===== config.mk =====
export PLATFORM = sky130hd
export DESIGN_NAME = dac_cal_ctrl
export DESIGN_NICKNAME = d
export VERILOG_FILES = /design/src/inc/dac_cal_pkg.sv /design/src/inc/dac_cal_if.sv /design/src/core/dac_map.sv /design/src/core/dac_cal_ctrl.sv
export SDC_FILE = /design/constraint.sdc
export NUM_CORES = 2
export LEC_CHECK = 0
export ABC_AREA = 1
export ABC_CLOCK_PERIOD_IN_PS = 38500
export BUFFER_PORTS_ARGS = -buffer_cell sky130_fd_sc_hd__buf_4
export CORE_ASPECT_RATIO = 0.6
export CORE_UTILIZATION = 55
export CTS_BUF_LIST = sky130_fd_sc_hd__clkbuf_8
export CTS_CLUSTER_DIAMETER = 120
export CTS_CLUSTER_SIZE = 28
export DETAILED_ROUTE_END_ITERATION = 10
export PLACE_DENSITY = 0.77
export REMOVE_ABC_BUFFERS = 1
export SLEW_MARGIN = 20
export SYNTH_ARGS = -nofsm -noshare
export SYNTH_HDL_FRONTEND = slang
export SYNTH_HIERARCHICAL = 1
export SYNTH_SLANG_ARGS = --single-unit
export TNS_END_PERCENT = 5

===== constraint.sdc =====
create_clock -name ref_clk -period 38.5 [get_ports ref_clk]
set_clock_uncertainty 0.2 [all_clocks]
set_input_delay 3.85 -clock ref_clk [delete_from_list [all_inputs] [get_ports ref_clk]]
set_output_delay 3.85 -clock ref_clk [all_outputs]
set_load 0.01 [all_outputs]

===== src/inc/dac_cal_pkg.sv =====
package dac_cal_pkg;
	// ---------------------------------------------------------------
	// Register map
	// ---------------------------------------------------------------
	localparam logic [7:0] OFS_UNLOCK_KEY = 8'h00;
	localparam logic [7:0] OFS_ZERO_MASK = 8'h01;
	localparam logic [7:0] OFS_SPAN_MASK = 8'h02;
	localparam logic [7:0] OFS_OUT_WORD0 = 8'h03;
	localparam logic [7:0] OFS_OUT_WORD1 = 8'h04;
	localparam logic [7:0] OFS_RANGE0 = 8'h05;
	localparam logic [7:0] OFS_RANGE1 = 8'h06;
	localparam logic [7:0] OFS_GUIDE_CMD = 8'h07;
	localparam logic [7:0] OFS_MEASURED = 8'h08;
	localparam logic [7:0] OFS_STATUS = 8'h09;
	// ---------------------------------------------------------------
	// Values
	// ---------------------------------------------------------------
	localparam logic [15:0] UNLOCK_KEY = 16'h5e2a;
	localparam logic [15:0] LOCK_VALUE = 16'h0000;
	localparam logic signed [15:0] FULL_COUNT = 16'sh4e20;
	localparam logic signed [15:0] IDEAL_ZERO = 16'sh0000;
	localparam logic [15:0] RESET_WORD = 16'h0000;
	// Measured entry in microamps: 4.000mA and 20.000mA.
	localparam logic [15:0] TARGET_LO_UA = 16'h0fa0;
	localparam logic [15:0] TARGET_HI_UA = 16'h4e20;
	localparam logic [15:0] FACTORY_LO = 16'h0000;
	localparam logic [15:0] FACTORY_HI = 16'h4e20;
	// Range codes.
	localparam logic [1:0] RANGE_4_20 = 2'h0;
	localparam logic [1:0] RANGE_0_20 = 2'h1;
	localparam logic [1:0] RANGE_0_1 = 2'h2;
	// Guided commands.
	localparam logic [15:0] CMD_SET_ZERO = 16'h0001;
	localparam logic [15:0] CMD_SET_SPAN = 16'h0002;
	localparam logic [15:0] CMD_CAL = 16'h0003;
	localparam logic [15:0] CMD_RESTORE = 16'h0004;
	localparam int NCH = 2;
endpackage : dac_cal_pkg


===== src/inc/dac_cal_if.sv =====
`timescale 1ns/1ns
interface dac_cal_if;
	logic signed [15:0] word;
	logic [1:0] range;
	logic [15:0] cal_lo;
	logic [15:0] cal_hi;
	logic [15:0] dac;
	modport ctl(output word, output range, output cal_lo, output cal_hi, input dac);
	modport map(input word, input range, input cal_lo, input cal_hi, output dac);
endinterface : dac_cal_if


===== src/core/dac_map.sv =====
`timescale 1ns/1ns
module dac_map (
	dac_cal_if.map m
);
	import dac_cal_pkg::*;
	logic signed [17:0] span;
	logic signed [17:0] frac;
	logic signed [35:0] prod;
	logic signed [17:0] raw;
	always_comb begin
		span = $signed({2'b00, m.cal_hi}) - $signed({2'b00, m.cal_lo});
		// Fraction of the 4-20 span, in counts of 20000.
		if (m.range == RANGE_0_20) begin
			// 0mA sits a quarter span below the 4mA point.
			frac = 18'(((m.word * 5) >>> 2) - 18'sd5000);
		end else if (m.range == RANGE_0_1) begin
			frac = 18'((m.word >>> 4) - 18'sd5000);
		end else begin
			frac = 18'(m.word);
		end
		prod = 36'(span * frac);
		raw = 18'($signed({2'b00, m.cal_lo}) + 18'(prod / 36'sd20000));
		if (raw < 0) begin
			m.dac = 16'h0000;
		end else if (raw > 18'sh0ffff) begin
			m.dac = 16'hffff;
		end else begin
			m.dac = raw[15:0];
		end
	end
endmodule : dac_map


===== src/core/dac_cal_ctrl.sv =====
`timescale 1ns/1ns
// Behaviour
// - Output word: signed, 20000 is full range
// - Key 24106 lifts trigger write protection
// - Writing zero restores write protection
// - One-hot zero mask selects channel, bit0
// - One-hot span mask selects channel, bit0
// - Trigger captures present raw DAC count
// - New endpoints apply at once
// - Sub-ranges interpolated from base endpoints
// - Set-output loads ideal 0 or 20000
// - Measured entry corrects endpoint counts
// - Restore command reinstates factory endpoints
module dac_cal_ctrl #(
	parameter int CH = dac_cal_pkg::NCH
) (
	input wire logic ref_clk,
	input wire logic rst,
	input wire logic clk_en,
	input wire logic wr_en,
	input wire logic rd_en,
	input wire logic [7:0] addr,
	input wire logic [15:0] wdata,
	output logic [15:0] rdata_r,
	output logic [15:0] dac0_r,
	output logic [15:0] dac1_r,
	output logic unlocked_r
);
	import dac_cal_pkg::*;
	// ---------------------------------------------------------------
	// State
	// ---------------------------------------------------------------
	logic signed [15:0] word_r [CH];
	logic [1:0] range_r [CH];
	logic [15:0] lo_r [CH];
	logic [15:0] hi_r [CH];
	logic [15:0] meas_r;
	logic guide_ch_r;
	logic guide_span_r;
	logic [15:0] dac_w [CH];
	logic unlock_hit;
	typedef enum logic [1:0] {G_IDLE = 2'b01, G_SET = 2'b10} guide_t;
	guide_t g_r;

	function automatic logic [15:0] correct(input logic [15:0] cnt,
		input logic [15:0] meas, input logic [15:0] tgt);
		logic signed [17:0] d;
		d = $signed({2'b00, tgt}) - $signed({2'b00, meas});
		// One count is 0.8uA on the 16mA base span: scale by 5/4.
		correct = 16'($signed({2'b00, cnt}) + ((d * 5) >>> 2));
	endfunction : correct

	genvar gi;
	generate
		for (gi = 0; gi < CH; gi++) begin : g_map
			dac_cal_if ch_if ();
			assign ch_if.word = word_r[gi];
			assign ch_if.range = range_r[gi];
			assign ch_if.cal_lo = lo_r[gi];
			assign ch_if.cal_hi = hi_r[gi];
			assign dac_w[gi] = ch_if.dac;
			dac_map u_map (.m(ch_if));
		end
	endgenerate

	assign unlock_hit = wr_en && addr == OFS_UNLOCK_KEY;

	// ---------------------------------------------------------------
	// Write protection
	// ---------------------------------------------------------------
	always_ff @(posedge ref_clk or posedge rst) begin
		if (rst) begin
			unlocked_r <= 1'b0;
		end else if (clk_en && unlock_hit) begin
			unlocked_r <= (wdata == UNLOCK_KEY);
		end
	end

	// ---------------------------------------------------------------
	// Output words, ranges and guided sequence
	// ---------------------------------------------------------------
	always_ff @(posedge ref_clk or posedge rst) begin
		if (rst) begin
			for (int i = 0; i < CH; i++) begin
				word_r[i] <= RESET_WORD;
				range_r[i] <= RANGE_4_20;
			end
			meas_r <= 16'h0000;
			guide_ch_r <= 1'b0;
			guide_span_r <= 1'b0;
			g_r <= G_IDLE;
		end else if (clk_en && wr_en) begin
			if (addr == OFS_OUT_WORD0) begin
				word_r[0] <= wdata;
			end else if (addr == OFS_OUT_WORD1) begin
				word_r[1] <= wdata;
			end else if (addr == OFS_RANGE0) begin
				range_r[0] <= wdata[1:0];
			end else if (addr == OFS_RANGE1) begin
				range_r[1] <= wdata[1:0];
			end else if (addr == OFS_MEASURED) begin
				meas_r <= wdata;
			end else if (addr == OFS_GUIDE_CMD && unlocked_r) begin
				// Bit 15 carries the channel, so it is kept out of the command decode.
				case ({1'b0, wdata[14:0]})
					CMD_SET_ZERO, CMD_SET_SPAN: begin
						guide_ch_r <= wdata[15];
						guide_span_r <= (wdata[7:0] == CMD_SET_SPAN[7:0]);
						word_r[wdata[15]] <= (wdata[7:0] == CMD_SET_SPAN[7:0]) ?
							FULL_COUNT : IDEAL_ZERO;
						g_r <= G_SET;
					end
					default: begin
						g_r <= G_IDLE;
					end
				endcase
			end
		end
	end

	// ---------------------------------------------------------------
	// Calibration endpoints
	// ---------------------------------------------------------------
	always_ff @(posedge ref_clk or posedge rst) begin
		if (rst) begin
			for (int i = 0; i < CH; i++) begin
				lo_r[i] <= FACTORY_LO;
				hi_r[i] <= FACTORY_HI;
			end
		end else if (clk_en && wr_en && unlocked_r) begin
			for (int i = 0; i < CH; i++) begin
				if (addr == OFS_ZERO_MASK && wdata == 16'(1 << i)) begin
					lo_r[i] <= dac_w[i];
				end else if (addr == OFS_SPAN_MASK && wdata == 16'(1 << i)) begin
					hi_r[i] <= dac_w[i];
				end else if (addr == OFS_GUIDE_CMD && wdata == CMD_RESTORE) begin
					lo_r[i] <= FACTORY_LO;
					hi_r[i] <= FACTORY_HI;
				end else if (addr == OFS_GUIDE_CMD && wdata == CMD_CAL &&
					g_r == G_SET && guide_ch_r == i[0]) begin
					if (guide_span_r) begin
						hi_r[i] <= correct(dac_w[i], meas_r, TARGET_HI_UA);
					end else begin
						lo_r[i] <= correct(dac_w[i], meas_r, TARGET_LO_UA);
					end
				end
			end
		end
	end

	// ---------------------------------------------------------------
	// Read port and DAC outputs
	// ---------------------------------------------------------------
	always_ff @(posedge ref_clk or posedge rst) begin
		if (rst) begin
			rdata_r <= 16'h0000;
		end else if (clk_en && rd_en) begin
			if (addr == OFS_UNLOCK_KEY) begin
				rdata_r <= unlocked_r ? UNLOCK_KEY : LOCK_VALUE;
			end else if (addr == OFS_OUT_WORD0) begin
				rdata_r <= word_r[0];
			end else if (addr == OFS_OUT_WORD1) begin
				rdata_r <= word_r[1];
			end else if (addr == OFS_RANGE0) begin
				rdata_r <= {14'h0000, range_r[0]};
			end else if (addr == OFS_RANGE1) begin
				rdata_r <= {14'h0000, range_r[1]};
			end else if (addr == OFS_MEASURED) begin
				rdata_r <= meas_r;
			end else if (addr == OFS_STATUS) begin
				rdata_r <= {13'h0000, guide_span_r, guide_ch_r, unlocked_r};
			end else begin
				// Trigger masks are write-only and read as zero.
				rdata_r <= 16'h0000;
			end
		end
	end

	always_ff @(posedge ref_clk or posedge rst) begin
		if (rst) begin
			dac0_r <= 16'h0000;
			dac1_r <= 16'h0000;
		end else if (clk_en) begin
			dac0_r <= dac_w[0];
			dac1_r <= dac_w[1];
		end
	end

	// ---------------------------------------------------------------
	// Checks
	// ---------------------------------------------------------------
	a_key_unlocks: assert property (@(posedge ref_clk) disable iff (rst)
		clk_en && unlock_hit && wdata == UNLOCK_KEY |=> unlocked_r)
		else $error("key did not unlock");
	a_zero_locks: assert property (@(posedge ref_clk) disable iff (rst)
		clk_en && unlock_hit && wdata == LOCK_VALUE |=> !unlocked_r)
		else $error("zero did not lock");
	a_zero_capture: assert property (@(posedge ref_clk) disable iff (rst)
		clk_en && wr_en && unlocked_r && addr == OFS_ZERO_MASK && wdata == 16'h0001
		|=> lo_r[0] == $past(dac_w[0]))
		else $error("zero capture missed");
	a_span_capture: assert property (@(posedge ref_clk) disable iff (rst)
		clk_en && wr_en && unlocked_r && addr == OFS_SPAN_MASK && wdata == 16'h0002
		|=> hi_r[1] == $past(dac_w[1]))
		else $error("span capture missed");
	a_locked_keep: assert property (@(posedge ref_clk) disable iff (rst)
		!unlocked_r |=> $stable(lo_r[0]) && $stable(hi_r[0]))
		else $error("locked endpoint changed");
	a_restore_fact: assert property (@(posedge ref_clk) disable iff (rst)
		clk_en && wr_en && unlocked_r && addr == OFS_GUIDE_CMD && wdata == CMD_RESTORE
		|=> lo_r[1] == FACTORY_LO && hi_r[1] == FACTORY_HI)
		else $error("restore failed");
	a_ideal_span: assert property (@(posedge ref_clk) disable iff (rst)
		clk_en && wr_en && unlocked_r && addr == OFS_GUIDE_CMD &&
		wdata[14:0] == CMD_SET_SPAN[14:0]
		|=> (word_r[0] == FULL_COUNT || $past(wdata[15])) &&
		(word_r[1] == FULL_COUNT || !$past(wdata[15])))
		else $error("ideal span not loaded");
	a_dac_follow: assert property (@(posedge ref_clk) disable iff (rst)
		clk_en |=> dac0_r == $past(dac_w[0]))
		else $error("dac output lagging");
	c_unlock: cover property (@(posedge ref_clk) unlocked_r);
	c_zero: cover property (@(posedge ref_clk) wr_en && unlocked_r && addr == OFS_ZERO_MASK);
	c_guided: cover property (@(posedge ref_clk) g_r == G_SET && wr_en && wdata == CMD_CAL);
endmodule : dac_cal_ctrl


==> flow_summary.yaml <==
status:
  status: "finished clean"
drt:
  wl_met3_um: 19730
  drt_iter0_markers: 6004
  drtPass1Iterations: 9
  routed_wl_um: 191300
  ant_nets: 0
  routedWlPerCell_um: 17.44
  maxUsedRoutingLayer: "met5"
  via_per_inst: 5.523
  dr_wl_met2_um: 80130
  drc: 0
  wl_met1_um: 88330
  dr_total_vias: 60600
job:
  max-cap-violations: 0
critical_path:
  critical_path_class: "reg -> reg"
  start_kind: "flip-flop"
  crit_top_cell: "nand2_1"
  crit_path_end_kind: "flip-flop"
  crit_path_max_fanout: 19
  critPathRequiredTime_ps: 38730
  critical_path_arrival_ps: 34780
  cp_slowest_cell: "fa_1"
  cpPeakStageDelay_ps: 940
  critPathBufInv: 17
  critPathTopFamily: "simple AND/OR/NAND/NOR gates"
cts:
  clock_latency_ps: 560
  cts_tree: "built"
  cts_hold_buf: 0
  ctsLongestPathBuffers: 2
  cts_resized: 0
  htree_levels: 4
  postCtsSetupBuffers: 0
  cts-root-buf: "clkbuf_8"
  clock-sinks: 169
  numCtsBuffers: 17
  cts.reportedPaths.clkPinSlew_ps: 110
synth:
  synthArstFlopShare_pct: 100.0
  synth_compound_area_share_pct: 8.398
  synth_top_family_by_area: "simple AND/OR/NAND/NOR gates"
  yosys.area_share.simple_pct: 39.63
  synth_fa_ha_area_share_pct: 27.38
  yosys_most_used_dff: "dfrtp_1"
  avgSynthCellArea_um2: 6.743
  synth_edf_count: 0
  ys_ff_latch: 169
  ys_seq_area_share_pct: 6.660
  synth_mux_area_share_pct: 0.4596
  yosysWarnings: 6
  synthCells: 9448
  yosys.area_share.xor_xnor_pct: 4.680
  yosys.cell_types.count: 93
  netlist_area_um2: 63700
placed_design:
  portBuffers: 77
  gp_congestion: 1.020
  post-dp-hpwl_um: 162900
  placed_cells: 10938
cells_and_area:
  layoutNonFillerInstCount: 10972
  fill_cells: 10938
  multi_input_area_um2: 51320
  nets: 10491
  drive_gt1_share_pct: 16.21
  ff_latch_area_um2: 4243
  area_growth_pct: 3.317
floorplanning:
  die_y_um: 265.6
  rows: 96
  fp.dieW_um: 441.4
  io_pins: 78
  placeableCoreArea_um2: 114600
  initial_utilization_pct: 55.59
  dieArea_um2: 117200
hold_path:
  hp-class: "reg -> reg"
timing:
  clock.fmax_ghz: 0.02895
  final-hold-violation-count: 0
  period_share_pct: 89.74
  rsz0062_at_grt: "no"
  maxSlewHeadroom_pct: 25.81
  period_minus_slack_ps: 34550
  setup_viol: 0
  worst_slew_pin_slew_ps: 1110
  tns_ps: 0
  drv_slew: 0
grt:
  antenna_found_initial: 3
  grt_overflow: 0
  grt_pass1_wl_um: 308200
  grt_max_degree: 65
  grt.total_usage_pct: 32.66
  grt_pass1_vias: 56994
power_and_ir_drop:
  powerDensity_nw_per_um2: 13.05
  ir_worst_vdd_mv: 0.02600
  leakagePower_uw: 0.03695
==> metal layers <==
metal  GRT usage, %  vias to the layer above
met1          49.09                    28429
li1               -                    29220
met2          48.76                     2721
met5              0                        -
met3          6.048                      228
met4          5.732                        2
==> tightest hold or removal path: cells and delay by family, from the launching register on <==
family | cells | cell delay, ps
flops | 1 | 390
simple gates | 2 | 100
==> worst paths after layout <==
kind	from	endpoint	slack, ps	depth (start not counted)
max in group asynchronous	rst	dac0_r[10]$_DFFE_PP0P_	33780	3
setup reg to reg	g_map[0].ch_if.word[4]$_DFFE_PP0P_	g_map[0].ch_if.cal_lo[9]$_DFFE_PP0P_	3950	193
hold / removal	g_map[0].ch_if.cal_hi[14]$_DFFE_PP1P_	g_map[0].ch_if.cal_hi[14]$_DFFE_PP1P_	280	2
hold reg to reg	g_map[0].ch_if.cal_hi[14]$_DFFE_PP1P_	g_map[0].ch_if.cal_hi[14]$_DFFE_PP1P_	280	2
min in group asynchronous	rst	rdata_r[15]$_DFFE_PP0P_	3090	2
setup / recovery	g_map[0].ch_if.word[4]$_DFFE_PP0P_	g_map[0].ch_if.cal_lo[9]$_DFFE_PP0P_	3950	193
==> per-stage QoR <==
step / util (%) / power (µW) / cell area, µm² / setup slack [ps] / hold slack [ps]
final: 57.44 / 858.7 / 65820 / 3952 / 280.2
after CTS: 57.43 / 850.4 / 65810 / 4318 / 284.6
after detailed placement: 57.06 / 702.9 / 65390 / 4456 / 267.3
after global routing: 57.43 / 917.3 / 65810 / 851.2 / 296.5
after floorplan: - / 575.7 / 62660 / 10390 / 250.2
after global placement: 57.06 / 699.0 / 65390 / 4866 / 262.7
==> sequential cells by signal, indices dropped and copies added, names as in the netlist, 2 cells and up <==
signal              cells
g_map.ch_if.cal_lo     32
meas_r                 16
g_map.ch_if.cal_hi     32
dac1_r                 16
g_map.ch_if.word       32
g_map.ch_if.range       4
g_r                     2
rdata_r                16
dac0_r                 16
==> placed cells by master, fill, tap and decap left out, types with 29 or more instances in the layout <==
master / instances
nand2_1: 2153
inv_1: 1665
nor2_1: 889
nand3_1: 627
fa_1: 617
nand2_2: 491
ha_1: 407
a21oi_1: 358
o21ai_0: 246
xor2_1: 240
nand2_4: 183
dfrtp_1: 158
nor2_2: 151
nand4_1: 129
inv_2: 123
buf_4: 109
nor2_4: 85
xnor2_1: 80
nand3_2: 79
nor3_1: 61
o21ai_1: 44
or2_2: 39
clkinv_1: 37
o21bai_1: 36
nand3b_1: 29
==> logic make-up (layout without fill, tap and decap cells) <==
logic type,after synthesis,after routing
adder cells (fa/ha/maj),1024,1024
other,0,2
AND/OR/NAND/NOR,5010,5010
flip-flops,169,169
buffers and inverters,2002,2005
AO/OA/AOI/OAI,886,886
multiplexers,26,26
XOR/XNOR,331,331
==> area by class of cell <==
cell class	instances	share of cell area, %
timing repair buffer	109	1.243
tap	1519	2.888
sequential	169	6.446
clock buffer	17	0.3555
antenna	2	0.007604
clock inverter	15	0.2871
inverter	1864	10.80
multi-input combinational	7277	77.97
==> report_power, final <==
part	total, µW	switching (µW)	internal, µW
clock network	145	80.0	65.4
logic	525	365	160
registers	188	6.55	182
total	859	451	408
==> synth_stat cells, types with 12 or more instances <==
| library cell | n | area, µm² |
|---|---|---|
| o21ai_2 | 23 | 201.4 |
| o21bai_1 | 36 | 270.3 |
| mux2_2 | 26 | 292.8 |
| nor3_1 | 61 | 305.3 |
| o211ai_1 | 17 | 127.6 |
| o21ai_0 | 247 | 1236 |
| nor2_1 | 890 | 3341 |
| dfrtp_1 | 158 | 3954 |
| nand3b_1 | 29 | 217.7 |
| o31ai_1 | 20 | 150.1 |
| nor2_2 | 150 | 938.4 |
| buf_12 | 12 | 240.2 |
| nand3_2 | 79 | 790.8 |
| nand2_2 | 491 | 3072 |
| nand3_4 | 22 | 385.4 |
| inv_1 | 1665 | 6250 |
| a21oi_2 | 14 | 122.6 |
| or2_2 | 39 | 244.0 |
| clkinv_1 | 37 | 138.9 |
| a21oi_4 | 24 | 390.4 |
| nand2_1 | 2153 | 8082 |
| nand4_1 | 129 | 807.0 |
| xor2_1 | 240 | 2102 |
| clkbuf_1 | 69 | 259.0 |
| fa_1 | 617 | 12350 |
| buf_6 | 16 | 180.2 |
| nand3_1 | 627 | 3138 |
| o22ai_1 | 12 | 75.07 |
| a31oi_1 | 23 | 143.9 |
| xnor2_1 | 80 | 700.7 |
| nand4_2 | 13 | 162.7 |
| inv_4 | 18 | 112.6 |
| inv_2 | 123 | 461.7 |
| a21oi_1 | 358 | 1792 |
| a221oi_1 | 12 | 105.1 |
| nor2_4 | 85 | 957.2 |
| nand2_4 | 183 | 2061 |
| o21ai_1 | 44 | 220.2 |
| ha_1 | 407 | 5092 |
Power figures use the tool's default switching activity.
